### src/slu_cfg.svh
// Constants of the sensor link UART multi-octet block
//
// Function
// - Single-io mode bit set selects single-io operation, starting in driving state.
// - Driving state follows switch enables (both off if both set); UART stopped; wake-up with a switch enabled or clearing the single-io bit leaves it.
// - Wake-listen: switches off, restart timer runs, octets fill buffers 0 to 14.
// - Valid master message in wake-listen: transmit state, interrupt, timer reset.
// - Restart timer expiry in wake-listen returns to driving state.
// - After reset, or with single-io bit clear, operate in master-listen.
// - Master-listen stores octets; full message or receive error enters transmit.
// - Transmit sends host data; ends on completion or abort command.
// - Short-circuit in transmit sets short flag, returns to a listen state.
// - Data-pending flag reported on an access halts the device in WAIT.
// - In WAIT interrupt, summary and data-pending stay active; no new interrupts.
// - Register accesses keep working during WAIT.
// - Abort or send write clears interrupt, summary and data-pending quickly.
// - Command register mirrored at 0xf, followed directly by frame buffers.
// - Transmission starts once buffer zero is written; host keeps later buffers valid.
// - Interrupt asserted while fault status differs from last reported value.
// - Short-circuit handled without host action; overtemperature is only reported, in status and by interrupt.
// - Status-change interrupt dropped at the next access; host keeps final values.
// - Single-io to IO-Link is seamless; reverse during reception resets the UART.
// - Status byte returned while the address byte shifts in.
`ifndef SLU_CFG_SVH
`define SLU_CFG_SVH
// ----------------------------------------
// Register map
// ----------------------------------------
`define SLU_FR_COUNT 5'h0f
`define SLU_ADDR_ALIAS 5'h0f
`define SLU_ADDR_CTRL 5'h10
`define SLU_ADDR_LINK 5'h11
`define SLU_WR_BIT 7
`define SLU_CTRL_RESET 8'h00
// ----------------------------------------
// Field positions
// ----------------------------------------
`define SLU_CTRL_SIO 0
`define SLU_CTRL_HS 1
`define SLU_CTRL_LS 2
`define SLU_CMD_SEND 0
`define SLU_CMD_ABORT 1
`define SLU_ST_DAT 0
`define SLU_ST_INT 1
`define SLU_ST_CHK 2
`define SLU_ST_SSC 3
`define SLU_ST_UV 4
`define SLU_ST_OT 5
// ----------------------------------------
// Timing
// ----------------------------------------
`define SLU_FRAME_BITS 4'ha
`define SLU_RX_TIMEOUT_BITS 3'h4
`define SLU_TX_LEAD 4'hf
`endif

### src/slu_pkg.sv
// Types of the sensor link UART block
`default_nettype none
package slu_pkg;
	typedef enum logic [1:0] {
		SLU_SIO_DRIVE = 2'b00,
		SLU_WAKE_LISTEN = 2'b01,
		SLU_MASTER_LISTEN = 2'b10,
		SLU_TRANSMIT = 2'b11
	} slu_state_e;
	typedef logic [7:0] slu_octet_t;
endpackage
`default_nettype wire

### src/slu_stream_if.sv
// Octet stream carrier between block modules
`default_nettype none
interface slu_stream_if #(parameter int WIDTH = 8);
	logic [WIDTH-1:0] data;
	logic valid;
	logic ready;
	modport src(output data, output valid, input ready);
	modport snk(input data, input valid, output ready);
endinterface
`default_nettype wire

### src/slu_fifo.sv
// Received octet FIFO with valid and ready on both sides
`default_nettype none
module slu_fifo #(
	parameter int WIDTH = 8,
	parameter int DEPTH = 16
) (
	input wire logic core_clk, // Clock
	input wire logic rst, // Sync reset, high
	input wire logic flush, // Drop all entries
	slu_stream_if.snk wr_side, // Filling side
	slu_stream_if.src rd_side // Draining side
);
	localparam int AW = $clog2(DEPTH);
	typedef struct packed {
		logic [DEPTH-1:0][WIDTH-1:0] mem;
		logic [AW-1:0] wp;
		logic [AW-1:0] rp;
		logic [AW:0] cnt;
	} slu_fifo_s;
	slu_fifo_s s_r, s_nxt;
	logic push, pop;

	assign wr_side.ready = (s_r.cnt != (AW+1)'(DEPTH));
	assign rd_side.valid = (s_r.cnt != '0);
	assign rd_side.data = s_r.mem[s_r.rp];
	assign push = wr_side.valid && wr_side.ready;
	assign pop = rd_side.valid && rd_side.ready;

	always_comb begin
		s_nxt = s_r;
		if (push) begin
			s_nxt.mem[s_r.wp] = wr_side.data;
			s_nxt.wp = s_r.wp + 1'b1;
		end
		if (pop)
			s_nxt.rp = s_r.rp + 1'b1;
		s_nxt.cnt = s_r.cnt + (AW+1)'(push) - (AW+1)'(pop);
		if (flush) begin
			s_nxt.wp = '0;
			s_nxt.rp = '0;
			s_nxt.cnt = '0;
		end
	end

	always_ff @(posedge core_clk) begin
		if (rst)
			s_r <= '0;
		else
			s_r <= s_nxt;
	end
endmodule
`default_nettype wire

### src/slu_bitdiv.sv
// Bit-rate enable divider, realigned to mid-bit on restart
`default_nettype none
module slu_bitdiv #(
	parameter int DIV = 868
) (
	input wire logic core_clk, // Clock
	input wire logic rst, // Sync reset, high
	input wire logic restart, // Realign phase to half a bit
	output logic tick // One-cycle bit enable
);
	localparam int CW = $clog2(DIV);
	typedef struct packed {
		logic [CW-1:0] cnt;
		logic tick;
	} slu_div_s;
	slu_div_s s_r, s_nxt;

	assign tick = s_r.tick;

	always_comb begin
		s_nxt = s_r;
		s_nxt.tick = 1'b0;
		if (restart) begin
			s_nxt.cnt = CW'(DIV / 2);
		end else if (s_r.cnt == CW'(DIV - 1)) begin
			s_nxt.cnt = '0;
			s_nxt.tick = 1'b1;
		end else begin
			s_nxt.cnt = s_r.cnt + 1'b1;
		end
	end

	always_ff @(posedge core_clk) begin
		if (rst)
			s_r <= '0;
		else
			s_r <= s_nxt;
	end
endmodule
`default_nettype wire

### src/slu_top.sv
// Multi-octet UART state machine with SPI register access
`include "slu_cfg.svh"
`default_nettype none
module slu_top #(
	parameter int BIT_CYCLES = 868,
	parameter int RESTART_CYCLES = 400000
) (
	input wire logic core_clk, // 200 MHz clock
	input wire logic rst, // Sync reset, high
	input wire logic spi_sck, // SPI clock
	input wire logic spi_ss_n, // SPI select, low
	input wire logic spi_mosi, // SPI data in
	output logic spi_miso, // SPI data out
	output logic spi_miso_oe, // MISO driven
	output logic irq, // Interrupt, level
	input wire logic line_rx, // Line data level
	input wire logic wake_req, // Master wake-up detected
	output logic line_hs_on, // High-side switch on
	output logic line_ls_on, // Low-side switch on
	input wire logic short_in, // Short-circuit status
	input wire logic undervolt_in, // Undervoltage status
	input wire logic overtemp_in // Overtemperature status
);
	localparam int RW = $clog2(RESTART_CYCLES + 1);

	typedef struct packed {
		slu_pkg::slu_state_e st;
		logic [7:0] ctrl;
		logic [14:0][7:0] fr;
		logic pend;
		logic waiting;
		logic rxerr;
		logic short_circuit_flag;
		logic [2:0] rep;
		logic sck_q;
		logic ss_q;
		logic [2:0] bitcnt;
		logic first;
		logic wr;
		logic [4:0] addr;
		logic [7:0] sh_in;
		logic [7:0] sh_out;
		logic miso_oe;
		logic rx_busy;
		logic [3:0] rx_bit;
		logic [9:0] rx_frame;
		logic [2:0] idle_bits;
		logic [3:0] rx_cnt;
		logic push;
		logic [7:0] push_data;
		logic fr0_wr;
		logic tx_arm;
		logic [3:0] tx_len;
		logic [3:0] tx_idx;
		logic tx_busy;
		logic [3:0] tx_bit;
		logic [10:0] tx_frame;
		logic [RW-1:0] restart;
		logic hs;
		logic ls;
		logic irq;
	} slu_top_s;

	slu_top_s s_r, s_nxt;
	slu_stream_if #(.WIDTH(8)) rx_in ();
	slu_stream_if #(.WIDTH(8)) rx_out ();
	logic rx_tick, tx_tick, rx_restart, tx_restart, flush;
	logic [2:0] cur_stat;

	assign rx_in.data = s_r.push_data;
	assign rx_in.valid = s_r.push;
	assign cur_stat = {overtemp_in, undervolt_in, s_r.short_circuit_flag};

	// ----------------------------------------
	// Submodules
	// ----------------------------------------
	slu_fifo #(.WIDTH(8), .DEPTH(16)) u_fifo (
		.core_clk(core_clk),
		.rst(rst),
		.flush(flush),
		.wr_side(rx_in),
		.rd_side(rx_out)
	);

	slu_bitdiv #(.DIV(BIT_CYCLES)) u_rxdiv (
		.core_clk(core_clk),
		.rst(rst),
		.restart(rx_restart),
		.tick(rx_tick)
	);

	slu_bitdiv #(.DIV(BIT_CYCLES)) u_txdiv (
		.core_clk(core_clk),
		.rst(rst),
		.restart(tx_restart),
		.tick(tx_tick)
	);

	// ----------------------------------------
	// Register read view
	// ----------------------------------------
	function automatic logic [7:0] rd_reg(input slu_top_s q, input logic [4:0] a);
		logic [7:0] v;
		v = 8'h00;
		if (a < `SLU_FR_COUNT)
			v = q.fr[a[3:0]];
		else if (a == `SLU_ADDR_ALIAS || a == `SLU_ADDR_LINK)
			v = {q.rx_cnt, 1'b0, q.tx_busy, q.tx_arm, q.rxerr};
		else if (a == `SLU_ADDR_CTRL)
			v = q.ctrl;
		return v;
	endfunction

	function automatic logic [7:0] status_byte(input slu_top_s q, input logic [2:0] c);
		logic [7:0] v;
		v = 8'h00;
		v[`SLU_ST_DAT] = q.pend;
		v[`SLU_ST_INT] = q.irq;
		v[`SLU_ST_CHK] = q.rxerr;
		v[`SLU_ST_SSC] = c[0];
		v[`SLU_ST_UV] = c[1];
		v[`SLU_ST_OT] = c[2];
		return v;
	endfunction

	// ----------------------------------------
	// Next state
	// ----------------------------------------
	always_comb begin
		logic [7:0] byte_in;
		logic sck_rise, sck_fall, ss_fall, single_io_mode_bit, msg_done, rx_fail, tx_done, stop_tx;
		logic [4:0] nxt_addr;
		byte_in = 8'h00;
		nxt_addr = 5'h00;
		msg_done = 1'b0;
		rx_fail = 1'b0;
		tx_done = 1'b0;
		stop_tx = 1'b0;
		rx_restart = 1'b0;
		tx_restart = 1'b0;
		flush = 1'b0;
		s_nxt = s_r;
		s_nxt.push = 1'b0;
		s_nxt.sck_q = spi_sck;
		s_nxt.ss_q = spi_ss_n;
		sck_rise = !spi_ss_n && spi_sck && !s_r.sck_q;
		sck_fall = !spi_ss_n && !spi_sck && s_r.sck_q;
		ss_fall = s_r.ss_q && !spi_ss_n;
		single_io_mode_bit = s_r.ctrl[`SLU_CTRL_SIO];
		rx_out.ready = 1'b0;

		// SPI slave
		if (spi_ss_n) begin
			s_nxt.bitcnt = 3'h0;
			s_nxt.first = 1'b1;
			s_nxt.miso_oe = 1'b0;
		end
		if (ss_fall) begin
			s_nxt.sh_out = status_byte(s_r, cur_stat);
			s_nxt.miso_oe = 1'b1;
			s_nxt.rep = cur_stat;
			if (s_r.pend)
				s_nxt.waiting = 1'b1;
		end
		if (sck_fall && s_r.bitcnt != 3'h0)
			s_nxt.sh_out = {s_r.sh_out[6:0], 1'b0};
		if (sck_rise) begin
			byte_in = {s_r.sh_in[6:0], spi_mosi};
			s_nxt.sh_in = byte_in;
			s_nxt.bitcnt = s_r.bitcnt + 3'h1;
			if (s_r.bitcnt == 3'h7) begin
				if (s_r.first) begin
					s_nxt.first = 1'b0;
					s_nxt.addr = byte_in[4:0];
					s_nxt.wr = byte_in[`SLU_WR_BIT];
					s_nxt.sh_out = rd_reg(s_r, byte_in[4:0]);
				end else begin
					nxt_addr = (s_r.addr == `SLU_ADDR_ALIAS) ? 5'h00 : s_r.addr + 5'h01;
					s_nxt.addr = nxt_addr;
					s_nxt.sh_out = rd_reg(s_r, nxt_addr);
					if (s_r.wr) begin
						if (s_r.addr < `SLU_FR_COUNT) begin
							s_nxt.fr[s_r.addr[3:0]] = byte_in;
							if (s_r.addr == 5'h00)
								s_nxt.fr0_wr = 1'b1;
						end else if (s_r.addr == `SLU_ADDR_CTRL) begin
							s_nxt.ctrl = byte_in;
						end else if (s_r.addr == `SLU_ADDR_ALIAS || s_r.addr == `SLU_ADDR_LINK) begin
							if (byte_in[`SLU_CMD_SEND] || byte_in[`SLU_CMD_ABORT]) begin
								s_nxt.pend = 1'b0;
								s_nxt.waiting = 1'b0;
							end
							if (byte_in[`SLU_CMD_SEND] && s_r.st == slu_pkg::SLU_TRANSMIT) begin
								s_nxt.tx_arm = 1'b1;
								s_nxt.tx_len = byte_in[7:4];
							end
							if (byte_in[`SLU_CMD_ABORT])
								stop_tx = 1'b1;
						end
					end
				end
			end
		end

		// Line receiver: start, 8 data, even parity, stop
		if (!s_r.rx_busy) begin
			if (!line_rx && (s_r.st == slu_pkg::SLU_MASTER_LISTEN
				|| s_r.st == slu_pkg::SLU_WAKE_LISTEN)) begin
				s_nxt.rx_busy = 1'b1;
				s_nxt.rx_bit = 4'h0;
				s_nxt.idle_bits = 3'h0;
				rx_restart = 1'b1;
			end else if (rx_tick && s_r.rx_cnt != 4'h0 && s_r.idle_bits != `SLU_RX_TIMEOUT_BITS) begin
				s_nxt.idle_bits = s_r.idle_bits + 3'h1;
			end
		end else if (rx_tick) begin
			s_nxt.rx_frame = {line_rx, s_r.rx_frame[9:1]};
			s_nxt.rx_bit = s_r.rx_bit + 4'h1;
			if (s_r.rx_bit == `SLU_FRAME_BITS) begin
				s_nxt.rx_busy = 1'b0;
				if (line_rx && s_r.rx_frame[0] == 1'b0 && ^s_r.rx_frame[9:1] == 1'b0) begin
					s_nxt.push = 1'b1;
					s_nxt.push_data = s_r.rx_frame[8:1];
					if (!rx_in.ready)
						rx_fail = 1'b1;
				end else begin
					rx_fail = 1'b1;
				end
			end
		end

		// Drain received octets into the frame buffers
		if ((s_r.st == slu_pkg::SLU_MASTER_LISTEN || s_r.st == slu_pkg::SLU_WAKE_LISTEN)
			&& s_r.rx_cnt < 4'(`SLU_FR_COUNT)) begin
			rx_out.ready = 1'b1;
			if (rx_out.valid) begin
				s_nxt.fr[s_r.rx_cnt] = rx_out.data;
				s_nxt.rx_cnt = s_r.rx_cnt + 4'h1;
			end
		end
		msg_done = s_r.rx_cnt != 4'h0 && s_r.rx_cnt == s_r.ctrl[7:4];
		if (s_r.idle_bits == `SLU_RX_TIMEOUT_BITS && !msg_done)
			rx_fail = 1'b1;

		// Line transmitter
		if (!s_r.tx_busy) begin
			if (s_r.tx_arm && s_r.fr0_wr) begin
				s_nxt.tx_busy = 1'b1;
				s_nxt.tx_bit = `SLU_TX_LEAD; // Half-bit lead-in keeps start bit full
				s_nxt.tx_frame = {1'b1, ^s_r.fr[s_r.tx_idx], s_r.fr[s_r.tx_idx], 1'b0};
				tx_restart = 1'b1;
			end
		end else if (tx_tick) begin
			s_nxt.tx_frame = (s_r.tx_bit == `SLU_TX_LEAD) ? s_r.tx_frame : {1'b1, s_r.tx_frame[10:1]};
			s_nxt.tx_bit = s_r.tx_bit + 4'h1;
			if (s_r.tx_bit == `SLU_FRAME_BITS) begin
				s_nxt.tx_busy = 1'b0;
				s_nxt.tx_idx = s_r.tx_idx + 4'h1;
				if (s_r.tx_idx + 4'h1 >= s_r.tx_len)
					tx_done = 1'b1;
			end
		end

		// Operating state
		unique case (s_r.st)
			slu_pkg::SLU_SIO_DRIVE: begin
				s_nxt.hs = s_r.ctrl[`SLU_CTRL_HS] && !s_r.ctrl[`SLU_CTRL_LS];
				s_nxt.ls = s_r.ctrl[`SLU_CTRL_LS] && !s_r.ctrl[`SLU_CTRL_HS];
				s_nxt.rx_cnt = 4'h0;
				if (!single_io_mode_bit) begin
					s_nxt.st = slu_pkg::SLU_MASTER_LISTEN;
				end else if (wake_req && (s_r.ctrl[`SLU_CTRL_HS] || s_r.ctrl[`SLU_CTRL_LS])) begin
					s_nxt.st = slu_pkg::SLU_WAKE_LISTEN;
					s_nxt.restart = RW'(RESTART_CYCLES);
					flush = 1'b1;
				end
			end
			slu_pkg::SLU_WAKE_LISTEN: begin
				s_nxt.hs = 1'b0;
				s_nxt.ls = 1'b0;
				if (s_r.restart != '0)
					s_nxt.restart = s_r.restart - 1'b1;
				if (msg_done && !s_r.waiting) begin
					s_nxt.st = slu_pkg::SLU_TRANSMIT;
					s_nxt.pend = 1'b1;
					s_nxt.restart = '0;
				end else if (!single_io_mode_bit) begin
					s_nxt.st = slu_pkg::SLU_MASTER_LISTEN;
				end else if (s_r.restart == RW'(1)) begin
					s_nxt.st = slu_pkg::SLU_SIO_DRIVE;
				end else if (rx_fail) begin
					s_nxt.rx_cnt = 4'h0;
					s_nxt.idle_bits = 3'h0;
				end
			end
			slu_pkg::SLU_MASTER_LISTEN: begin
				s_nxt.hs = 1'b0;
				s_nxt.ls = 1'b0;
				if (single_io_mode_bit) begin
					s_nxt.st = slu_pkg::SLU_SIO_DRIVE;
					s_nxt.rx_busy = 1'b0;
					s_nxt.rx_cnt = 4'h0;
					flush = 1'b1;
				end else if ((msg_done || rx_fail) && !s_r.waiting) begin
					s_nxt.st = slu_pkg::SLU_TRANSMIT;
					s_nxt.pend = 1'b1;
					s_nxt.rxerr = rx_fail && !msg_done;
				end
			end
			slu_pkg::SLU_TRANSMIT: begin
				s_nxt.hs = s_r.tx_busy && s_r.tx_bit != `SLU_TX_LEAD && s_r.tx_frame[0];
				s_nxt.ls = s_r.tx_busy && s_r.tx_bit != `SLU_TX_LEAD && !s_r.tx_frame[0];
				if (short_in) begin
					s_nxt.st = single_io_mode_bit ? slu_pkg::SLU_WAKE_LISTEN
						: slu_pkg::SLU_MASTER_LISTEN;
					s_nxt.restart = RW'(RESTART_CYCLES);
					stop_tx = 1'b1;
				end else if (tx_done || stop_tx) begin
					s_nxt.st = single_io_mode_bit ? slu_pkg::SLU_SIO_DRIVE
						: slu_pkg::SLU_MASTER_LISTEN;
				end
			end
		endcase

		// Leaving transmit clears message and transmit context
		if (s_r.st == slu_pkg::SLU_TRANSMIT && s_nxt.st != slu_pkg::SLU_TRANSMIT) begin
			stop_tx = 1'b1;
			s_nxt.rx_cnt = 4'h0;
			s_nxt.rxerr = 1'b0;
			s_nxt.idle_bits = 3'h0;
			flush = 1'b1;
		end
		if (s_r.st != slu_pkg::SLU_TRANSMIT && s_nxt.st == slu_pkg::SLU_TRANSMIT)
			s_nxt.fr0_wr = 1'b0;
		if (stop_tx) begin
			s_nxt.tx_arm = 1'b0;
			s_nxt.tx_busy = 1'b0;
			s_nxt.tx_idx = 4'h0;
			s_nxt.hs = 1'b0;
			s_nxt.ls = 1'b0;
		end

		// Short flag: set by the fault, cleared once reported with the fault gone
		if (ss_fall && !short_in)
			s_nxt.short_circuit_flag = 1'b0;
		if (short_in)
			s_nxt.short_circuit_flag = 1'b1;

		s_nxt.irq = s_nxt.pend || s_nxt.waiting
			|| ({overtemp_in, undervolt_in, s_nxt.short_circuit_flag} != s_nxt.rep);
	end

	// ----------------------------------------
	// State register
	// ----------------------------------------
	always_ff @(posedge core_clk) begin
		if (rst) begin
			s_r <= '0;
			s_r.st <= slu_pkg::SLU_MASTER_LISTEN;
			s_r.ctrl <= `SLU_CTRL_RESET;
			s_r.ss_q <= 1'b1;
			s_r.first <= 1'b1;
		end else begin
			s_r <= s_nxt;
		end
	end

	assign spi_miso = s_r.sh_out[7];
	assign spi_miso_oe = s_r.miso_oe;
	assign irq = s_r.irq;
	assign line_hs_on = s_r.hs;
	assign line_ls_on = s_r.ls;
endmodule
`default_nettype wire

### config.mk
export PLATFORM = sky130hd
export DESIGN_NAME = slu_top
export DESIGN_NICKNAME = d
export VERILOG_FILES = /design/src/slu_pkg.sv /design/src/slu_stream_if.sv /design/src/slu_fifo.sv /design/src/slu_bitdiv.sv /design/src/slu_top.sv
export VERILOG_INCLUDE_DIRS = /design/src
export SDC_FILE = /design/constraint.sdc
export NUM_CORES = 1
export LEC_CHECK = 0
export BUFFER_PORTS_ARGS = -buffer_cell sky130_fd_sc_hd__buf_4
export CAP_MARGIN = 10
export CORE_ASPECT_RATIO = 1.2
export CORE_MARGIN = 10
export CORE_UTILIZATION = 30
export CTS_CLUSTER_SIZE = 24
export DETAILED_ROUTE_END_ITERATION = 6
export PLACE_DENSITY = 0.43
export SYNTH_ARGS = -nofsm -noshare
export SYNTH_HDL_FRONTEND = slang
export SYNTH_SLANG_ARGS = --single-unit
### constraint.sdc
create_clock -name core_clk -period 4.2 [get_ports core_clk]
set_clock_uncertainty 0.15 [all_clocks]
set_input_delay 0.21 -clock core_clk [delete_from_list [all_inputs] [get_ports core_clk]]
set_output_delay 0.21 -clock core_clk [all_outputs]
set_load 0.01 [all_outputs]
==> impl_metrics.env, run 1 <==
export IMPL_cp_top_family="simple AND/OR/NAND/NOR gates"
export IMPL_die_width_um=270
export IMPL_critPathLaunchType="flop"
export IMPL_ys_flop_type="dfxtp_1"
export IMPL_ctsLongestPathBuffers=3
export IMPL_setup_viol=0
export IMPL_yosys_warnings=0
export IMPL_yosysMostFrequentCell="nor2_1"
export IMPL_ys_seq_area_frac=0.363
export IMPL_final_nets=2506
export IMPL_status="finished with violations"
export IMPL_syn_avg_cell_area_um2=8.86
export IMPL_ys_ff_latch=407
export IMPL_min_path_type="in -> reg"
export IMPL_endpoint="line_hs_on$_SDFF_PP0_"
export IMPL_synthAdderAreaFrac=0.0237
export IMPL_grt_pass1_vias=19100
export IMPL_violations="design-rule violations"
export IMPL_worstReg2RegStart="s_r[98]$_SDFFE_PP0P_"
export IMPL_critPathKind="reg -> reg"
export IMPL_cts_setup_buffers=0
export IMPL_ir_worst_vdd_v=0.000366
export IMPL_grt_pass1_wl_um=124000
export IMPL_synth_top_family_by_area="multiplexers"
export IMPL_setup_ws_ps=595
export IMPL_vias=19500
export IMPL_grt_setup_unrepaired="false"
export IMPL_slew_limit_headroom=0.219
export IMPL_cts_sink_count=407
export IMPL_endpoint_kind="flop"
export IMPL_num_io_pins=15
export IMPL_finish_utilization=0.342
export IMPL_synth_commonest_cells="nor2_1 (417), dfxtp_1 (407), mux2i_1 (258)"
export IMPL_gp_congestion=0.951
export IMPL_syn_inst=2534
export IMPL_dp_hpwl_um=56600
export IMPL_synthXorXnorAreaFrac=0.0267
export IMPL_first_pass_iters=7
export IMPL_finalCritPeriodShare=0.858
export IMPL_synthMuxAreaShare=0.202
export IMPL_cts_tree="done"
export IMPL_max_cap_viol_count=0
export IMPL_ys_top_cells_by_area="dfxtp_1 (36%), mux2i_1 (12%), mux4_2 (8.6%), nor2_1 (7.0%), a311oi_1 (3.6%)"
export IMPL_synth_compound_area_frac=0.166
export IMPL_vias_per_cell=5.60
export IMPL_use_met1=0.223
export IMPL_grt_busiest_layer="met2"
export IMPL_grt_util_all_layers=0.184
export IMPL_antenna_found_initial=1
export IMPL_grt_max_degree=212
export IMPL_tightest_slew_ps=1170
export IMPL_crit_chain="and4b_1 -> a31oi_1 -> or4b_4 -> nand4_1 -> o311ai_4 -> a211oi_4 -> nor3_1"
export IMPL_clockRootBuffer="clkbuf_16"
export IMPL_max_stage_delay_ps=910
export IMPL_ff2ff_setup_slack_ps=600
export IMPL_power_w=0.0117
export IMPL_place_ws_ps=652
export IMPL_arrival_ps=3880
export IMPL_n_antenna_cell=0
export IMPL_wl_per_cell_um=23.4
export IMPL_hold_viol=0
export IMPL_synth_simple_area_share=0.171
export IMPL_finalMaxSlewViolations=0
export IMPL_synth_cell_types=82
export IMPL_synth_fp_nets=2586
export IMPL_synth_edff_count=0
export IMPL_place_inst=3394
export IMPL_async_reset_ff_frac=0
export IMPL_instances_no_fill=3490
export IMPL_h_tree_depth=2
export IMPL_drive_above_1_share=0.114
export IMPL_dieArea_mm2=0.0862
export IMPL_leakage_nw=9.41
export IMPL_r2r_end="line_hs_on$_SDFF_PP0_"
export IMPL_drc=1
export IMPL_synth_area_mm2=0.0225
export IMPL_drt_iter0_drc=1713
export IMPL_critPathBufInv=0
export IMPL_grt_ovfl_total=0
export IMPL_syn_to_final_growth_pct=12.6
export IMPL_synth_top_cell_area_share=0.363
export IMPL_worstPathRequired_ps=4470
export IMPL_initial_core_util=0.304
export IMPL_setup_tns_ps=0
export IMPL_use_met3=0.0218
export IMPL_critPathSlowestCell="dfxtp_1"
export IMPL_use_met2=0.316
export IMPL_drtAntennaViolNets=0
export IMPL_p_per_area_mw_per_mm2=463
export IMPL_cts_buffers=48
export IMPL_clkTransAtPathRegs_ps=60
export IMPL_crit_start="s_r[98]$_SDFFE_PP0P_"
export IMPL_rr_worst_depth=7
export IMPL_fmax_mhz=277
export IMPL_synth_area_leader_cell="dfxtp_1"
export IMPL_cp_num_cells=7
export IMPL_cp_max_fo=20
export IMPL_drt_wl_total_um=81800
export IMPL_core_mm2=0.0739
export IMPL_dieHeight_um=320
export IMPL_clk_latency_ps=620
export IMPL_cts_resized=0
export IMPL_period_minus_slack_ps=3600
export IMPL_rows=109
export IMPL_portBuffers=14
cells in the final DEF (no fill, tap or decap), types with 15 or more instances in the layout:
cell / Yosys / routed
nor2_1: 417 / 417
dfxtp_1: 407 / 402
mux2i_1: 258 / 258
nand2_1: 207 / 207
o21ai_0: 149 / 149
a311oi_1: 93 / 93
mux4_2: 86 / 86
a21oi_1: 80 / 80
buf_4: 4 / 74
nand3_1: 66 / 66
inv_1: 50 / 50
clkbuf_16: 0 / 48
a211oi_1: 45 / 45
ha_1: 41 / 40
xnor2_1: 36 / 35
nand2b_1: 32 / 32
a221oi_1: 32 / 32
xor2_1: 30 / 30
nor3_1: 30 / 29
nand4_1: 20 / 20
a31oi_1: 17 / 17
o22ai_1: 15 / 15
a22oi_1: 15 / 15
through the flow:
step / hold slack (ps) / instance area [µm²]
after detailed placement: 292 / 23500
final: 168 / 25300
after floorplan: 177 / 22500
after global routing: 229 / 25300
after global placement: 291 / 23500
after CTS: 135 / 25300
routing by layer:
layer,wire (µm),part of all wire
met2,39900,0.49
met3,3280,0.040
met1,34200,0.42
met4,4490,0.055
met5,0,0
registers in the layout, summed over array words and instances (netlist names):
| name | cells |
|---|---|
| cur_stat | 1 |
| irq | 1 |
| line_hs_on | 1 |
| line_ls_on | 1 |
| rx_in.data | 8 |
| rx_in.valid | 1 |
| s_r | 229 |
| spi_miso | 1 |
| spi_miso_oe | 1 |
| u_fifo.s_r | 141 |
| u_rxdiv.s_r | 10 |
| u_rxdiv.tick | 1 |
| u_txdiv.s_r | 10 |
| u_txdiv.tick | 1 |
where the power goes:
part | total (W) | internal [W] | switching (W)
Clock | 0.00440 | 0.00261 | 0.00179
Sequential | 0.00445 | 0.00413 | 0.000324
Combinational | 0.00286 | 0.00114 | 0.00172
final cells by class:
class                           count  area, µm²
Clock buffer                       71       1430
Clock inverter                     16        240
Fill cell                        7671      48600
Inverter                           51        191
Multi-Input combinational cell   1858      13300
Sequential cell                   407       8150
Tap cell                          999       1250
Timing Repair Buffer               88        736
worst min-delay path, delay by kind of cell:
family,cells,cell delay [ps]
buffers and inverters,1,130
AOI/OAI and AO/OA,4,510
worst min path at each step:
stage / start / end / slack [ps] / depth (start not counted)
6_report: wake_req / s_r[243]$_SDFF_PP0_ / 170 / 5
5_1_grt: wake_req / s_r[243]$_SDFF_PP0_ / 230 / 5
4_1_cts: wake_req / s_r[243]$_SDFF_PP0_ / 130 / 5
3_5_place_dp: s_r[64]$_SDFFE_PP0P_ / s_r[64]$_SDFFE_PP0P_ / 290 / 2
3_3_place_gp: s_r[64]$_SDFFE_PP0P_ / s_r[64]$_SDFFE_PP0P_ / 290 / 2
2_1_floorplan: short_in / cur_stat[0]$_SDFF_PP0_ / 180 / 2
kinds of logic (layout without fill, tap and decap cells):
family,after synthesis,in the layout
buffers and inverters,269,226
multiplexers,346,346
AND/OR/NAND/NOR,864,864
adder cells (fa/ha/maj),42,42
flip-flops,407,407
AO/OA/AOI/OAI,539,539
XOR/XNOR,67,67
what timing repair did:
item                                    4_1_cts  5_1_grt
hold buffers                                  8        0
hold endpoints to repair                     39        0
endpoints found under the setup margin        0        0
Power figures use the tool's default switching activity.
==> run 2, diff against run 1 <==
- CELL_PAD_IN_SITES_DETAIL_PLACEMENT: default -> 0
- CELL_PAD_IN_SITES_GLOBAL_PLACEMENT: default -> 2
- PLACE_DENSITY: 0.43 -> 0.61
==> run 2 against run 1 <==
The run now ends clean. Worst hold slack got worse by 39 ps. Sequential power barely moved. Count of clock-buffer cells in the layout did not move. Register-to-register slack improved by 60 ps. Non-clock buffer count fell by 2. Final cell count fell by 0.14%. Via count fell by 1.1%. Largest cell class unchanged. Highest routed layer is now met5.
==> impl_metrics.env, run 2 (synthesis gave the netlist of run 1 again) <==
export IMPL_p_comb_frac=0.242
export IMPL_grt_pass1_wl_um=123000
export IMPL_endpoint_kind="flop"
export IMPL_fin_area_mm2=0.0252
export IMPL_largest_register="s_r"
export IMPL_sw_frac_of_total=0.329
export IMPL_cts_tree="done"
export IMPL_grt_pass1_vias=18600
export IMPL_p_seq_frac=0.385
export IMPL_worstPathRequired_ps=4490
export IMPL_critPathLaunchType="flop"
export IMPL_ir_worst_vdd_v=0.000258
export IMPL_cts_setup_buffers=0
export IMPL_p_clk_frac=0.373
export IMPL_drive_above_1_share=0.113
export IMPL_critPathKind="reg -> reg"
export IMPL_grt_util_all_layers=0.184
export IMPL_place_ws_ps=661
export IMPL_rows=109
export IMPL_leakage_nw=9.37
export IMPL_syn_to_final_growth_pct=12.2
export IMPL_final_cell_mix="nor2_1 (417), dfxtp_1 (402), mux2i_1 (258)"
export IMPL_die_width_um=270
export IMPL_portBuffers=14
export IMPL_whs_ps=129
export IMPL_finish_utilization=0.341
export IMPL_mostFrequentLayoutCell="nor2_1"
export IMPL_dp_hpwl_um=57200
export IMPL_ctsLongestPathBuffers=3
export IMPL_setup_ws_ps=651
export IMPL_first_pass_iters=5
export IMPL_setup_tns_ps=0
export IMPL_gp_congestion=0.952
export IMPL_cts_resized=0
export IMPL_placed_cell_area_mm2=0.0235
export IMPL_h_tree_depth=2
export IMPL_p_switching_w=0.00382
export IMPL_finalMaxSlewViolations=0
export IMPL_drtAntennaViolNets=0
export IMPL_vias_per_cell=5.54
export IMPL_arrival_ps=3840
export IMPL_hold_viol=0
export IMPL_clk_latency_ps=600
export IMPL_status="finished clean"
export IMPL_wl_per_cell_um=23.5
export IMPL_fmax_mhz=282
export IMPL_clkTransAtPathRegs_ps=70
export IMPL_dieArea_mm2=0.0862
export IMPL_final_nets=2505
export IMPL_clockRootBuffer="clkbuf_16"
export IMPL_cts_buffers=49
export IMPL_core_mm2=0.0739
export IMPL_drc=0
export IMPL_antenna_found_initial=1
export IMPL_drt_iter0_drc=1553
export IMPL_num_io_pins=15
export IMPL_reg_top3="s_r x229, u_fifo.s_r x141"
export IMPL_period_minus_slack_ps=3550
export IMPL_p_int_w=0.00779
export IMPL_dieHeight_um=320
export IMPL_p_per_area_mw_per_mm2=460
export IMPL_vias=19300
export IMPL_min_path_type="in -> reg"
export IMPL_slew_limit_headroom=0.363
export IMPL_cts_sink_count=407
export IMPL_grt_ovfl_total=0
export IMPL_initial_core_util=0.304
export IMPL_largest_register_ffs=229
export IMPL_finalCritPeriodShare=0.845
export IMPL_drt_wl_total_um=81900
export IMPL_ctsHoldBuffers=8
export IMPL_setup_viol=0
export IMPL_cp_max_fo=16
export IMPL_max_cap_viol_count=0
export IMPL_grt_setup_unrepaired="false"
export IMPL_grt_max_degree=100
export IMPL_tightest_slew_ps=951
export IMPL_n_antenna_cell=0
run 2: critical path, stage by stage, from the launching register on:
cell and delay [ps]:
dfxtp_2 490, ha_1 460, and4b_1 320, a31oi_1 100
or4b_4 630, nand4_1 170, o311ai_4 160, a211oi_4 760
nor3_1 140
run 2: routing by layer:
layer  share of wire  routed length (µm)  GRT usage  vias up
li1                -                   -          -     9068
met4           0.031                2570     0.0642        2
met1            0.45               36500      0.238     9620
met5         0.00012                  10          0        -
met3           0.040                3310     0.0221      133
met2            0.48               39500      0.312      487
run 2: metrics by stage:
step | total power (W) | instances
final | 0.0116 | 3485
after global routing | 0.0122 | 3485
after CTS | 0.0117 | 3485
after detailed placement | 0.00735 | 3393
after global placement | 0.00732 | 3393
after floorplan | 0.00655 | 2534
run 2: final cells by class:
cell class	instances	area (µm²)
Sequential cell	407	8150
Clock buffer	71	1460
Timing Repair Buffer	86	723
Inverter	51	191
Multi-Input combinational cell	1858	13300
Tap cell	999	1250
Clock inverter	13	150
Fill cell	7692	48700
run 2: final timing paths:
kind	cells after the start	startpoint	slack, ps	endpoint
max	8	s_r[96]$_SDFFE_PP0P_	650	s_r[39]$_SDFFE_PP0P_
min	5	wake_req	130	s_r[243]$_SDFF_PP0_
max reg2reg	8	s_r[96]$_SDFFE_PP0P_	650	s_r[39]$_SDFFE_PP0P_
min reg2reg	2	s_r[64]$_SDFFE_PP0P_	300	s_r[64]$_SDFFE_PP0P_
run 2: power by group through the flow:
stage / Sequential, W / Clock [W] / Combinational [W]
after CTS: 0.00446 / 0.00446 / 0.00282
after global routing: 0.00451 / 0.00461 / 0.00313
after detailed placement: 0.00455 / 0 / 0.00280
final: 0.00447 / 0.00433 / 0.00280
after global placement: 0.00454 / 0 / 0.00277
after floorplan: 0.00440 / 0 / 0.00215
